### src/shared/sfc_consts.vh
// Constants shared by the serial frame check unit
`ifndef SFC_CONSTS_VH
`define SFC_CONSTS_VH

// CRC accumulator seed and reflected polynomial
`define SFC_CRC_SEED     16'hffff
`define SFC_CRC_POLY     16'ha001
// Bit steps applied to each merged byte
`define SFC_BIT_STEPS    8
// Frame terminator characters of ASCII mode
`define SFC_CHAR_CR      8'h0d
`define SFC_CHAR_LF      8'h0a
// Hex digit characters
`define SFC_CHAR_ZERO    8'h30
`define SFC_CHAR_A_LESS10 8'h37
// Silent line interval: 10 ms at the 50 MHz clock, sized for the 20-bit counter
`define SFC_SILENCE_CYC  20'd500000
// Check field sender states
`define SFC_TX_IDLE      3'h0
`define SFC_TX_CHK0      3'h1
`define SFC_TX_CHK1      3'h2
`define SFC_TX_CHK2      3'h3
`define SFC_TX_CHK3      3'h4

`endif

### src/verilog/sfc_crc_byte.v
// One byte of the reflected 16-bit CRC: merge then eight bit steps
`timescale 1ns/1ps
`include "sfc_consts.vh"

module sfc_crc_byte #(
   parameter [15:0] POLY = `SFC_CRC_POLY   // Reflected polynomial
) (
   input  wire [15:0] crcIn,                // Accumulator before the byte
   input  wire [7:0]  dataIn,               // Frame byte to merge
   output wire [15:0] crcOut                // Accumulator after the byte
);

   // Stage k holds the value after k bit steps
   wire [15:0] stage [0:`SFC_BIT_STEPS];

   // Low half takes the byte, high half untouched
   assign stage[0] = {crcIn[15:8], crcIn[7:0] ^ dataIn};

   // Shift right, fold in the polynomial when a one drops out
   genvar i;
   generate
      for (i = 0; i < `SFC_BIT_STEPS; i = i + 1) begin : g_step
         assign stage[i+1] = stage[i][0] ? ((stage[i] >> 1) ^ POLY) : (stage[i] >> 1);
      end
   endgenerate

   // Exactly eight steps before the next byte
   assign crcOut = stage[`SFC_BIT_STEPS];

endmodule // sfc_crc_byte

### src/verilog/sfc_frame_check.v
// Frame check unit: LRC and CRC generation and checking for the serial slave port
`timescale 1ns/1ps
`include "sfc_consts.vh"

module sfc_frame_check #(
   parameter        CNT_W       = 20,                // Width of the silence counter
   parameter [19:0] SILENCE_CYC = `SFC_SILENCE_CYC   // Silent interval in cycles
) (
   input  wire       clk_sys,        // System clock
   input  wire       sys_rst,        // Asynchronous reset, active high
   input  wire       asciiMode,      // 1: ASCII with LRC, 0: RTU with CRC
   input  wire       rxStart,        // Pulse: start of a received frame
   input  wire       rxByteValid,    // Pulse: received frame byte present
   input  wire [7:0] rxByte,         // Received byte, check field included
   input  wire       rxEnd,          // Pulse: end of ASCII frame
   input  wire       errClear,       // Pulse: clear the error flag
   output reg        frameOk_r,      // Pulse: received frame passed
   output reg        frameBad_r,     // Pulse: received frame discarded
   output reg        commErr_r,      // Sticky communication error
   output wire       lineQuiet,      // Silent interval has elapsed
   input  wire       txStart,        // Pulse: start of a sent frame
   input  wire       txByteValid,    // Sent frame byte offered
   input  wire [7:0] txByte,         // Sent frame byte
   output wire       txReady,        // Frame byte may be taken
   input  wire       txSeal,         // Pulse: append the check field
   output wire       chkValid,       // Check character offered
   output reg  [7:0] chkData_r,      // Check character
   input  wire       chkReady        // Check character taken
);

   // Hex digit of a nibble as an uppercase ASCII character
   function [7:0] hexChar;
      input [3:0] nib;
      begin
         if (nib < 4'ha) begin
            hexChar = `SFC_CHAR_ZERO + {4'h0, nib};
         end else begin
            hexChar = `SFC_CHAR_A_LESS10 + {4'h0, nib};
         end
      end
   endfunction

   // Receive side state
   reg         rxOpen_r;        // Frame in progress
   reg  [15:0] rxCrc_r;         // Receive CRC accumulator
   reg  [7:0]  rxSum_r;         // Receive byte sum, carries dropped
   reg  [7:0]  hold0_r;         // Newest held byte
   reg  [7:0]  hold1_r;         // Older held byte
   reg  [1:0]  holdCnt_r;       // Bytes held, saturates at two
   reg  [CNT_W-1:0] quietCnt_r; // Cycles since last line activity

   // Transmit side state
   reg  [2:0]  txState_r;       // Check field sender state
   reg  [15:0] txCrc_r;         // Transmit CRC accumulator
   reg  [7:0]  txSum_r;         // Transmit byte sum

   // Combinational helpers
   wire [15:0] rxCrcNxt;        // Receive CRC after folding
   wire [15:0] txCrcNxt;        // Transmit CRC after the byte
   wire [7:0]  foldByte;        // Byte leaving the hold stage
   wire        foldEn;          // Hold stage is full
   wire        rxAcc;           // Received byte accepted
   wire        rtuEnd;          // RTU frame closed by silence
   wire        endNow;          // Frame closes this cycle
   wire [7:0]  rxLrc;           // LRC of received bytes
   wire [7:0]  txLrc;           // LRC of sent bytes
   wire        goodAscii;       // ASCII check field matches
   wire        goodRtu;         // RTU check field matches
   wire        txAcc;           // Frame byte taken
   wire        chkAcc;          // Check character taken

   // ASCII holds back one check byte, RTU two
   assign foldByte = asciiMode ? hold0_r : hold1_r;
   assign foldEn   = asciiMode ? (holdCnt_r != 2'h0) : (holdCnt_r == 2'h2);

   // RTU frames open on any byte, ASCII only after a start mark
   assign rxAcc  = rxByteValid && (rxOpen_r || !asciiMode);
   assign rtuEnd = !asciiMode && lineQuiet;
   assign endNow = rxOpen_r && (asciiMode ? rxEnd : rtuEnd);

   // Two's complement of the low eight bits of the sum
   assign rxLrc = 8'h00 - rxSum_r;
   assign txLrc = 8'h00 - txSum_r;

   // Compare recomputed code with the held check field
   assign goodAscii = (holdCnt_r != 2'h0) && (rxLrc == hold0_r);
   assign goodRtu   = (holdCnt_r == 2'h2) && (rxCrc_r == {hold0_r, hold1_r});

   // Transmit handshakes
   assign txReady  = (txState_r == `SFC_TX_IDLE);
   assign txAcc    = txByteValid && txReady;
   assign chkValid = (txState_r != `SFC_TX_IDLE);
   assign chkAcc   = chkValid && chkReady;

   // Silent interval reached
   assign lineQuiet = (quietCnt_r == SILENCE_CYC[CNT_W-1:0]);

   // CRC datapaths
   sfc_crc_byte #(
      .POLY   (`SFC_CRC_POLY)
   ) u_rx_crc (
      .crcIn  (rxCrc_r),
      .dataIn (foldByte),
      .crcOut (rxCrcNxt)
   );

   sfc_crc_byte #(
      .POLY   (`SFC_CRC_POLY)
   ) u_tx_crc (
      .crcIn  (txCrc_r),
      .dataIn (txByte),
      .crcOut (txCrcNxt)
   );

   // Silence counter, restarted by any byte on the line
   always @(posedge clk_sys or posedge sys_rst) begin
      if (sys_rst) begin
         quietCnt_r <= {CNT_W{1'b0}};
      end else if (rxByteValid || txAcc || chkAcc) begin
         quietCnt_r <= {CNT_W{1'b0}};
      end else if (!lineQuiet) begin
         quietCnt_r <= quietCnt_r + {{(CNT_W-1){1'b0}}, 1'b1};
      end
   end

   // Receive accumulation and frame close
   always @(posedge clk_sys or posedge sys_rst) begin
      if (sys_rst) begin
         rxOpen_r  <= 1'b0;
         rxCrc_r   <= `SFC_CRC_SEED;
         rxSum_r   <= 8'h00;
         hold0_r   <= 8'h00;
         hold1_r   <= 8'h00;
         holdCnt_r <= 2'h0;
      end else if (rxStart || endNow) begin
         // Reseed for the next frame
         rxCrc_r   <= `SFC_CRC_SEED;
         rxSum_r   <= 8'h00;
         hold1_r   <= 8'h00;
         if (endNow && !asciiMode && rxByteValid) begin
            // Byte after silence opens the next RTU frame
            rxOpen_r  <= 1'b1;
            hold0_r   <= rxByte;
            holdCnt_r <= 2'h1;
         end else begin
            rxOpen_r  <= rxStart;
            hold0_r   <= 8'h00;
            holdCnt_r <= 2'h0;
         end
      end else if (rxAcc) begin
         // Shift the hold stage, fold the leaving byte
         rxOpen_r <= 1'b1;
         hold0_r  <= rxByte;
         hold1_r  <= hold0_r;
         if (holdCnt_r != 2'h2) begin
            holdCnt_r <= holdCnt_r + 2'h1;
         end
         if (foldEn) begin
            rxCrc_r <= rxCrcNxt;
            rxSum_r <= rxSum_r + foldByte;
         end
      end
   end

   // Verdict pulses and sticky error
   always @(posedge clk_sys or posedge sys_rst) begin
      if (sys_rst) begin
         frameOk_r  <= 1'b0;
         frameBad_r <= 1'b0;
         commErr_r  <= 1'b0;
      end else begin
         frameOk_r  <= endNow && (asciiMode ? goodAscii : goodRtu);
         frameBad_r <= endNow && !(asciiMode ? goodAscii : goodRtu);
         if (endNow && !(asciiMode ? goodAscii : goodRtu)) begin
            // Set wins over a clear in the same cycle
            commErr_r <= 1'b1;
         end else if (errClear) begin
            commErr_r <= 1'b0;
         end
      end
   end

   // Transmit accumulation and check field sender
   always @(posedge clk_sys or posedge sys_rst) begin
      if (sys_rst) begin
         txState_r <= `SFC_TX_IDLE;
         txCrc_r   <= `SFC_CRC_SEED;
         txSum_r   <= 8'h00;
         chkData_r <= 8'h00;
      end else if (txStart) begin
         // New frame aborts any check field in flight
         txState_r <= `SFC_TX_IDLE;
         txCrc_r   <= `SFC_CRC_SEED;
         txSum_r   <= 8'h00;
      end else begin
         case (txState_r)
            `SFC_TX_IDLE: begin
               if (txAcc) begin
                  txCrc_r <= txCrcNxt;
                  txSum_r <= txSum_r + txByte;
               end else if (txSeal) begin
                  txState_r <= `SFC_TX_CHK0;
                  // LRC high nibble first, CRC low byte first
                  chkData_r <= asciiMode ? hexChar(txLrc[7:4]) : txCrc_r[7:0];
               end
            end
            `SFC_TX_CHK0: begin
               if (chkAcc) begin
                  txState_r <= `SFC_TX_CHK1;
                  chkData_r <= asciiMode ? hexChar(txLrc[3:0]) : txCrc_r[15:8];
               end
            end
            `SFC_TX_CHK1: begin
               if (chkAcc) begin
                  if (asciiMode) begin
                     txState_r <= `SFC_TX_CHK2;
                     chkData_r <= `SFC_CHAR_CR;
                  end else begin
                     txState_r <= `SFC_TX_IDLE;
                     txCrc_r   <= `SFC_CRC_SEED;
                     txSum_r   <= 8'h00;
                  end
               end
            end
            `SFC_TX_CHK2: begin
               if (chkAcc) begin
                  txState_r <= `SFC_TX_CHK3;
                  chkData_r <= `SFC_CHAR_LF;
               end
            end
            `SFC_TX_CHK3: begin
               if (chkAcc) begin
                  txState_r <= `SFC_TX_IDLE;
                  txCrc_r   <= `SFC_CRC_SEED;
                  txSum_r   <= 8'h00;
               end
            end
            default: begin
               txState_r <= `SFC_TX_IDLE;
            end
         endcase
      end
   end

endmodule // sfc_frame_check

### config.mk
export PLATFORM = sky130hd
export DESIGN_NAME = sfc_frame_check
export DESIGN_NICKNAME = d
export VERILOG_FILES = /design/src/verilog/sfc_crc_byte.v /design/src/verilog/sfc_frame_check.v
export VERILOG_INCLUDE_DIRS = /design/src /design/src/shared
export SDC_FILE = /design/constraint.sdc
export NUM_CORES = 1
export LEC_CHECK = 0
export BUFFER_PORTS_ARGS = -buffer_cell sky130_fd_sc_hd__buf_2
export CAP_MARGIN = 30
export CORE_ASPECT_RATIO = 0.7
export CORE_MARGIN = 2
export CORE_UTILIZATION = 35
export CTS_BUF_LIST = sky130_fd_sc_hd__clkbuf_16
export DETAILED_ROUTE_END_ITERATION = 12
export PLACE_DENSITY_LB_ADDON = 0.25
export SYNTH_ARGS = -nofsm -noshare
export SYNTH_HDL_FRONTEND = slang
export SYNTH_SLANG_ARGS = --single-unit
### constraint.sdc
create_clock -name clk_sys -period 3.2 [get_ports clk_sys]
set_input_delay 0.16 -clock clk_sys [delete_from_list [all_inputs] [get_ports clk_sys]]
set_output_delay 0.16 -clock clk_sys [all_outputs]
set_load 0.02 [all_outputs]
==> run metrics, run 1 <==
outcome complete, no violations; mean post-synth cell area 9.23 um^2; final core occ between 30% and 40%; most frequent cells in the layout nor2_1 (76), dfrtp_1 (69), nand2_1 (57), a21oi_1 (50), xor2_1 (49); wire length per cell 17.6 um; Remaining DRCs 0; clk_lat worst skew roughly 0.36 ns; filler-free cell count of the finished design ~970; fin nets a little under 800; Antenna Cells 0; Hold Fails Final Rpt 0; fraction of registers with async set/reset 100%; # clock sinks roughly 100; synth unique cells 69; shortest period the worst path allows approximately 3.0 ns; synth warn 0; gp weighted congestion about 0.85; Core Footprint ~18,000 um^2; overall via count from detail_route between 5,000 and 6,000; synthesized net count approximately 740; Power Dens Cells 551 nW/um^2; crit path DAT 3.23 ns; initial antenna violation count 2; kind of critical path flip-flop to flip-flop; fin crit share around 93%; Die Height about 120 um; first-pass GRT wire length about 28,000 um; RSZ-0062 raised after global routing false; Worst-path clk slew 0.07 ns; total track usage 18.3%; worst hold path class input pin to flip-flop; area delta synth->final 11.8%; crit-path cells ha_1 -> a21o_1 -> a21oi_1 -> o21bai_1 -> a2111oi_0 -> nor3b_1 -> or4b_2 -> o311ai_0; worst stage delay on the critical path around 0.69 ns; Yosys reg bits 101; PortBufs 40; Final setup viols 0; WL final roughly 17,000 um; Resize count post-CTS 0; share of cells above drive strength 1 about 17%; Root Buffer clkbuf_16; Post-synth EDFFs 0; Die Area slightly below 20,000 um^2; Pins Over Slew Limit 0; Slowest cell on crit path a2111oi_0; post-detail-place hpwl about 12,000 um; setup tns final 0 ns; drt pass-1 iters 5; Post-CTS Hold Fix Bufs 1; DRT antenna net count 0; initial core utilization 35.7%; vias in the first global route approximately 5,200; grt ovf 0; Synth Flop Type dfrtp_1; DP Cell Count 950; Synth Instances 694; max_cap viols 0; htree depth 3; routed vias/inst 5.39; Crit path max-delay family compound AO/OA/AOI/OAI gates; clock buffer count from CTS 9; Worst-Margin Slew between 0.8 and 0.9 ns; post-CTS setup buffer count 0; row count 41; most common cell after layout, fill and taps aside nor2_1; CTS Buffer Depth 2; Max-slew headroom between 40% and 50%; fraction of the yosys area taken by sequential cells between 40 and 50%; largest net degree at the start of global routing 59; Static Leakage approximately 3.1 nW; DRT iter0 DRCs approximately 420; clk_skew 0.00961 ns; CP Capture Type flip-flop; synthesized area ~6400 um^2; VDD IR max roughly 0.00026 V; Buf/Inv on CP 0; CTS tree done; I/O Pins between 40 and 50; fmax 336 MHz; startpoint types flip-flop; die width 166 um; worst path required time between 3 and 4 ns; CP Max Fanout 8
[through the flow]
| step | setup WS (ns) | hold WS [ns] | area (um^2) | total power, mW |
|---|---|---|---|---|
| 6_report | 0.227 | 0.0163 | 7160 | 3.95 |
| 3_3_place_gp | 0.493 | 0.348 | 6860 | 2.80 |
| 3_5_place_dp | 0.355 | 0.360 | 6860 | 2.83 |
| 4_1_cts | 0.332 | 0.00963 | 7160 | 3.96 |
| 5_1_grt | 0.121 | 0.0192 | 7160 | 4.18 |
| 2_1_floorplan | 0.446 | 0.223 | 6410 | 2.51 |
[final cells by class]
cell class | instances | area (um^2)
inverters | 26 | 100
multi-input cells | 534 | 3590
clock inverters | 7 | 66.3
clock buffers | 9 | 225
well taps | 236 | 295
flip-flops and latches | 101 | 2570
repair buffers | 54 | 320
fillers | 1767 | 10800
[power breakdown]
group          switching (mW)  leakage [nW]  total, mW  internal, mW
sequential              0.167          1.26       1.61          1.45
combinational           0.691          1.68       1.21         0.523
clock                   0.521         0.147       1.12         0.603
[flip-flops by register name, summed over array words and instances (netlist names)]
signal and count:
frameOk_r 1, hold1_r 8, txState_r 3, rxCrc_r 16, txCrc_r 16, rxOpen_r 1, hold0_r 8, quietCnt_r 20
txSum_r 8, chkData_r 8, commErr_r 1, holdCnt_r 2, frameBad_r 1, rxSum_r 8
[per-layer routing]
layer	routed length (um)	GRT usage, %	up-vias	part of all wire, %
met1	9010	27.5	2576	53
li1	-	-	2490	-
met5	7	0	-	0.041
met4	146	4.87	2	0.86
met3	878	4.44	14	5.2
met2	6950	26.1	131	41
[Yosys cell counts (all sizes together), types with 2 or more instances]
| library cell | count | area [um^2] |
|---|---|---|
| nor2 | 76 | 285 |
| dfrtp | 69 | 1730 |
| nand2 | 57 | 214 |
| a21oi | 51 | 259 |
| xnor2 | 50 | 453 |
| xor2 | 49 | 429 |
| dfstp | 32 | 841 |
| inv | 26 | 97.6 |
| clkbuf | 24 | 91.3 |
| o21ai | 24 | 120 |
| nand3 | 22 | 110 |
| ha | 21 | 263 |
| o211ai | 17 | 128 |
| mux2i | 16 | 160 |
| nor3 | 16 | 85.1 |
| a21o | 9 | 67.6 |
| buf | 9 | 61.3 |
| nor4 | 9 | 56.3 |
| mux2 | 8 | 93.8 |
| or3 | 8 | 50.1 |
| and3 | 7 | 43.8 |
| nand4 | 7 | 43.8 |
| or2 | 7 | 43.8 |
| nor2b | 6 | 37.5 |
| a22o | 5 | 43.8 |
| a22oi | 5 | 42.5 |
| o21bai | 5 | 37.5 |
| o22a | 5 | 43.8 |
| nand2b | 4 | 25.0 |
| nor3b | 4 | 30.0 |
| o311ai | 4 | 35.0 |
| o31ai | 4 | 30.0 |
| a2111oi | 3 | 26.3 |
| a31oi | 3 | 18.8 |
| nor4b | 3 | 26.3 |
| o22ai | 3 | 18.8 |
| or3b | 3 | 28.8 |
| or4 | 3 | 26.3 |
| fa | 2 | 40.0 |
| o221ai | 2 | 17.5 |
[logic make-up (layout without fill, tap and decap cells)]
logic type / after synthesis / count (layout) / share of synthesized area, %
AND/OR/NAND/NOR: 236 / 236 / 17.8
multiplexers: 24 / 24 / 3.96
flip-flops: 101 / 101 / 40.1
XOR/XNOR: 100 / 100 / 14.1
adder cells (fa/ha/maj): 23 / 23 / 4.73
AO/OA/AOI/OAI: 151 / 151 / 15.4
buffers and inverters: 59 / 96 / 3.91
[worst paths after layout]
kind	from	to	slack, ns	depth (start not counted)
setup / recovery	txSum_r[1]	txSum_r[7]	0.23	8
hold / removal	rxByte[6]	hold0_r[6]	0.02	2
setup reg to reg	txSum_r[1]	txSum_r[7]	0.23	8
hold reg to reg	commErr_r	commErr_r	0.48	1
max in group asynchronous	sys_rst	rxCrc_r[1]	1.94	4
min in group asynchronous	sys_rst	txSum_r[7]	0.48	3
Power figures use the tool's default switching activity.
==> run 2: changes to the inputs <==
Settings changed: ABC_AREA set to 1.
==> run metrics, run 2 <==
synth warn 0; # clock sinks just over 100; top post-synthesis cells by count nand2_1 (262), inv_1 (132), nand3_1 (73); post-synthesis compound-gate area fraction between 10% and 20%; M1 wire length 10,200 um; clock buffer count from CTS 9; Final setup viols 0; htree depth 3; most common cell after layout, fill and taps aside nand2_1; Post-synth EDFFs 0; Worst-path clk slew 0.08 ns; Worst-Margin Slew about 0.86 ns; met3 wire length approximately 1300 um; max_cap viols 0; Antenna Cells 0; post-CTS setup buffer count 0; HP Start rxByte[6]; CTS Buffer Depth 2; Max Used Layer met4; Die Height ~120 um; most frequent cell after synthesis nand2_1; vias in the first global route roughly 5,500; synth unique cells 45; Core Footprint 18,800 um^2; Int Power slightly below 3 mW; drt pass-1 iters 5; row count 42; CP Max Fanout 22; Critical R2R Launch rxOpen_r; worst hold path class input pin to flip-flop; share of the synthesized area in the top cell type 25.8%; top cells by area, synth dfrtp_1 (26%), nand2_1 (15%), dfstp_2 (13%); part of the power in registers between 30% and 40%; grt ovf 0; Yosys reg bits between 100 and 150; clk_lat worst skew approximately 0.36 ns; Buf/Inv on CP 3; net switching power 2.32 mW; DRT iter0 DRCs 630; cell taking the most area after synthesis dfrtp_1; first-pass GRT wire length 30,500 um; Synth Instances between 900 and 1,000; die width approximately 170 um; largest registers quietCnt_r (20), rxCrc_r (16), txCrc_r (16); worst stage delay on the critical path a little under 0.7 ns; Most common cell on crit path inv_1; routed vias/inst a little over 5; share of cells above drive strength 1 roughly 11%; Synth Area in Adders between 4 and 5%; Slowest cell on crit path nand3_1; I/O Pins slightly above 40; Gate power share a little under half; wire length on met2 between 6000 and 7000 um; area delta synth->final 11.8%; fin crit share around 80%; mean post-synth cell area around 7.3 um^2; gp weighted congestion about 0.89; outcome complete, no violations; post-synthesis xor/xnor area fraction between 5 and 6%; Pins Over Slew Limit 0; VDD IR max 0.000289 V; Remaining DRCs 0; mux cell area share after synthesis 0%; fmax around 400 MHz; Root Buffer clkbuf_16; Max-slew headroom between 40% and 50%; largest reg by FF count quietCnt_r; Critical Path Source rxOpen_r; initial antenna violation count 0; Static Leakage 3.85 nW; post-detail-place hpwl 14,700 um; shortest period the worst path allows about 2.5 ns; CTS tree done; startpoint types flip-flop; Crit path max-delay family simple AND/OR/NAND/NOR gates; max reg flops 20; Die Area about 20,000 um^2; CP Capture Type flip-flop; overall via count from detail_route a little over 6,000; Synth Flop Type dfrtp_1; Simple-Gate Fraction of Synth Area 28.9%; synthesized area 6700 um^2; WL final roughly 19,000 um; Clock Power Share 20.7%; combinational family with the most area after synthesis simple AND/OR/NAND/NOR gates; Resize count post-CTS 0; Placement Setup Slack about 0.70 ns; clk_skew approximately 0.016 ns; synthesized net count ~1,000; kind of critical path flip-flop to flip-flop; total track usage between 10% and 20%; DRT antenna net count 0; Fillers between 1,500 and 2,000; wire length per cell about 15 um; crit path DAT approximately 2.7 ns; worst path required time 3.42 ns; fraction of the yosys area taken by sequential cells approximately two fifths; initial core utilization a little over a third; RSZ-0062 raised after global routing false; largest net degree at the start of global routing 55; Power Dens Cells 702 nW/um^2; Sw Ratio between 40% and 50%; most frequent cells in the layout nand2_1 (262), inv_1 (134), nand3_1 (73), dfrtp_1 (69), nor2_1 (56); Hold Fails Final Rpt 0; setup tns final 0 ns; crit-path cells inv_1 -> a21oi_1 -> inv_1 -> nand3_1 -> inv_1 -> nand2_1 -> o31ai_1; fraction of registers with async set/reset 100%; fin nets between 1,000 and 1,500; Final WS setup 0.709 ns; PortBufs 40
==> run 2: cell types whose count changed after synthesis, sizes merged, moves of 23 or more <==
cell / before / now
xnor2: 50 / 14
inv: 26 / 136
nand2: 57 / 265
xor2: 49 / 26
nand3: 22 / 74
o21ai: 24 / 47
==> run 2: final timing paths <==
path                                  to  slack, ns  cells past startpoint
setup / recovery              hold1_r[3]       0.71                      7
hold / removal                hold0_r[6]       0.04                      3
setup reg to reg              hold1_r[3]       0.71                      7
hold reg to reg             chkData_r[1]       0.48                      2
max in group asynchronous    rxCrc_r[12]       1.97                      4
min in group asynchronous  quietCnt_r[9]       0.45                      3
==> run 2: worst register-to-register path: cells and delay by family (launching register included) <==
kind	cells	cell delay, ns
buffers and inverters	3	0.53
flip-flops	1	0.39
AND/OR/NAND/NOR	2	0.79
AO/OA/AOI/OAI	2	0.64
==> run 2: power by group through the flow <==
stage               Combinational [mW]  Sequential, mW  Clock (mW)
CTS                               2.42            1.72        1.11
detailed placement                2.40            1.74           0
floorplan                         1.76            1.74           0
finish                            2.45            1.72        1.09
global placement                  2.39            1.74           0
global route                      2.78            1.75        1.16
==> run 2: per-stage QoR <==
step                      hold WS (ns)  power [mW]  std cells  area (um^2)  util [%]
after floorplan                  0.260        3.50        921         6700         -
after global placement           0.296        4.13       1194         7180      38.2
after detailed placement         0.307        4.14       1194         7180      38.2
after CTS                       0.0387        5.25       1212         7480      39.8
after global routing            0.0598        5.68       1212         7480      39.8
final                           0.0431        5.25       1212         7480      39.8
==> run 2: per-layer routing <==
| metal | global-route usage, % | vias up |
|---|---|---|
| met4 | 3.85 | 0 |
| li1 | - | 3130 |
| met1 | 31.9 | 2880 |
| met2 | 24.7 | 173 |
| met5 | 0 | - |
| met3 | 5.15 | 15 |
==> run 2: area by class of cell <==
cell class | count | area, um^2 | area share, %
flip-flops and latches | 101 | 2570 | 34.3
clock buffers | 9 | 225 | 3.01
inverters | 136 | 513 | 6.86
multi-input cells | 667 | 3520 | 47.1
repair buffers | 50 | 293 | 3.91
clock inverters | 7 | 60.1 | 0.803
well taps | 242 | 303 | 4.05
==> run 2: cell families (layout without fill, tap and decap cells) <==
kind of cell             Yosys count  after routing
XOR/XNOR                          40             40
AO/OA/AOI/OAI                    156            156
flip-flops                       101            101
buffers and inverters            153            202
AND/OR/NAND/NOR                  448            448
adder cells (fa/ha/maj)           23             23
==> run 2: timing repair <==
| action | 4_1_cts | 5_1_grt |
|---|---|---|
| endpoints found under the hold margin | 29 | 0 |
| endpoints found under the setup margin | 0 | 0 |
| hold buffers | 2 | 0 |
==> run 3: changes to the inputs <==
Settings changed: ABC_AREA 1 to 0.
Clock period 3.2 ns to 2.1 ns, I/O delays scaled along.
==> run metrics, run 3 (synthesis gave the netlist of run 1 again) <==
outcome complete, but fails checks; initial core utilization 35.7%; Critical Path Source hold1_r[1]; largest net degree at the start of global routing 54; Final setup viols 23; row count between 40 and 50; wire length on met2 8150 um; Worst-path clk slew 0.07 ns; RSZ-0062 raised after global routing true; die width approximately 170 um; drt pass-1 iters 5; clock buffer count from CTS 9; crit path DAT between 2 and 3 ns; Max-slew headroom about three fifths; initial antenna violation count 1; Die Area between 15,000 and 20,000 um^2; WL final around 20,000 um; kind of critical path flip-flop to flip-flop; HP Start chkReady; largest reg by FF count quietCnt_r; vias in the first global route 5,693; Root Buffer clkbuf_16; largest registers quietCnt_r (20), rxCrc_r (16), txCrc_r (16); overall via count from detail_route 5,787; total track usage 20.2%; post-detail-place hpwl 14,100 um; routed vias/inst 5.21; M1 wire length ~10000 um; most common cell after layout, fill and taps aside buf_4; met3 wire length about 1200 um; CP Capture Type flip-flop; shortest period the worst path allows ~2.4 ns; Max Used Layer met4; setup tns final -2.70 ns; Worst-Margin Slew 0.575 ns; Power Dens Cells around 740 nW/um^2; failing checks negative setup slack; startpoint types flip-flop; wire length per cell approximately 18 um; Hold Fails Final Rpt 0; worst hold path class input pin to flip-flop; CTS tree done; fmax slightly above 400 MHz; share of cells above drive strength 1 approximately 40%; DRT iter0 DRCs between 400 and 500; Pins Over Slew Limit 0; PortBufs 40; first-pass GRT wire length 30,700 um; VDD IR max about 0.00044 V; gp weighted congestion 0.831; max_cap viols 0; htree depth 3; Fillers about 1,600; DRT antenna net count 0; Final WS setup -0.307 ns; final core occ 49.9%; Critical R2R Launch hold1_r[1]; clk_lat worst skew approximately 0.36 ns; CP Max Fanout 2; grt ovf 0; fin crit share 115%; # clock sinks ~100; Static Leakage 4.00 nW; clk_skew between 0.01 and 0.015 ns; Core Footprint 18,000 um^2; worst path required time approximately 2.4 ns; max reg flops 20; fin nets roughly 920; area delta synth->final 39.8%; Remaining DRCs 0; Die Height between 100 and 150 um; most frequent cells in the layout buf_4 (131), nor2_1 (71), dfrtp_1 (66), nand2_1 (52), xor2_1 (45); CTS Buffer Depth 2; I/O Pins 41
==> run 3: changes by cell type in the layout (fill, tap and decap cells not counted), moves of 16 or more <==
| cell | before | now |
|---|---|---|
| nand2_1 | 262 | 52 |
| buf_4 | 7 | 131 |
| inv_1 | 134 | 22 |
| nand3_1 | 73 | 22 |
| xnor2_1 | 14 | 42 |
| o21ai_0 | 45 | 20 |
| xor2_1 | 26 | 45 |
| a22oi_1 | 21 | 3 |
| buf_6 | 0 | 16 |
==> run 3: through the flow <==
step           hold WS [ns]  power [mW]  setup WS, ns  area (um^2)  instances
2_1_floorplan         0.168        3.87        -0.252         6550        694
3_3_place_gp          0.187        4.67        -0.390         7880       1065
3_5_place_dp          0.195        4.72        -0.382         7880       1065
4_1_cts             0.00799        6.44        -0.310         8570       1099
5_1_grt              0.0209        7.00        -0.412         8960       1111
6_report             0.0177        6.63        -0.307         8960       1111
==> run 3: critical path, stage by stage (launching register included) <==
cell and delay, ns:
dfrtp_1 0.38, mux2_4 0.29, ha_4 0.21, a21o_1 0.18, a21oi_2 0.19, o21bai_2 0.10, a2111o_1 0.44, a211o_1 0.28
a21o_1 0.17, a21oi_2 0.10
==> run 3: final timing paths <==
path | endpoint | slack (ns) | cells after the start
worst max-delay path | rxSum_r[7] | -0.31 | 9
min in group asynchronous | chkData_r[7] | 0.35 | 3
max in group asynchronous | txCrc_r[3] | 0.93 | 4
worst min register to register | commErr_r | 0.49 | 1
worst max register to register | rxSum_r[7] | -0.31 | 9
worst min-delay path | txState_r[0] | 0.02 | 2
==> run 3: per-layer routing <==
metal | up-vias | track usage, %
li1 | 2791 | -
met1 | 2808 | 30.6
met2 | 167 | 29.4
met3 | 21 | 4.34
met4 | 0 | 4.46
met5 | - | 0
==> run 3: power breakdown <==
group | total (mW) | switching, mW | internal (mW)
Clock | 1.51 | 0.731 | 0.779
Sequential | 2.42 | 0.212 | 2.21
Combinational | 2.70 | 1.38 | 1.32
Total | 6.63 | 2.33 | 4.30
==> run 3: repair_timing <==
| action | CTS | global route |
|---|---|---|
| hold buffers | 6 | 0 |
| gates cloned | 0 | 2 |
| gates resized for setup | 51 | 56 |
| setup endpoints to repair | 45 | 45 |
| buffers inserted | 14 | 10 |
| pin swaps | 23 | 34 |
| hold endpoints to repair | 27 | 0 |
==> run 3: final cells by class <==
class	count	area, um^2	share of cell area (%)
Multi-Input combinational cell	535	4230	47.2
Sequential cell	101	2570	28.7
Timing Repair Buffer	196	1500	16.8
Tap cell	236	295	3.30
Clock buffer	9	225	2.51
Inverter	26	101	1.13
Clock inverter	7	28.8	0.321
Antenna cell	1	2.50	0.0279
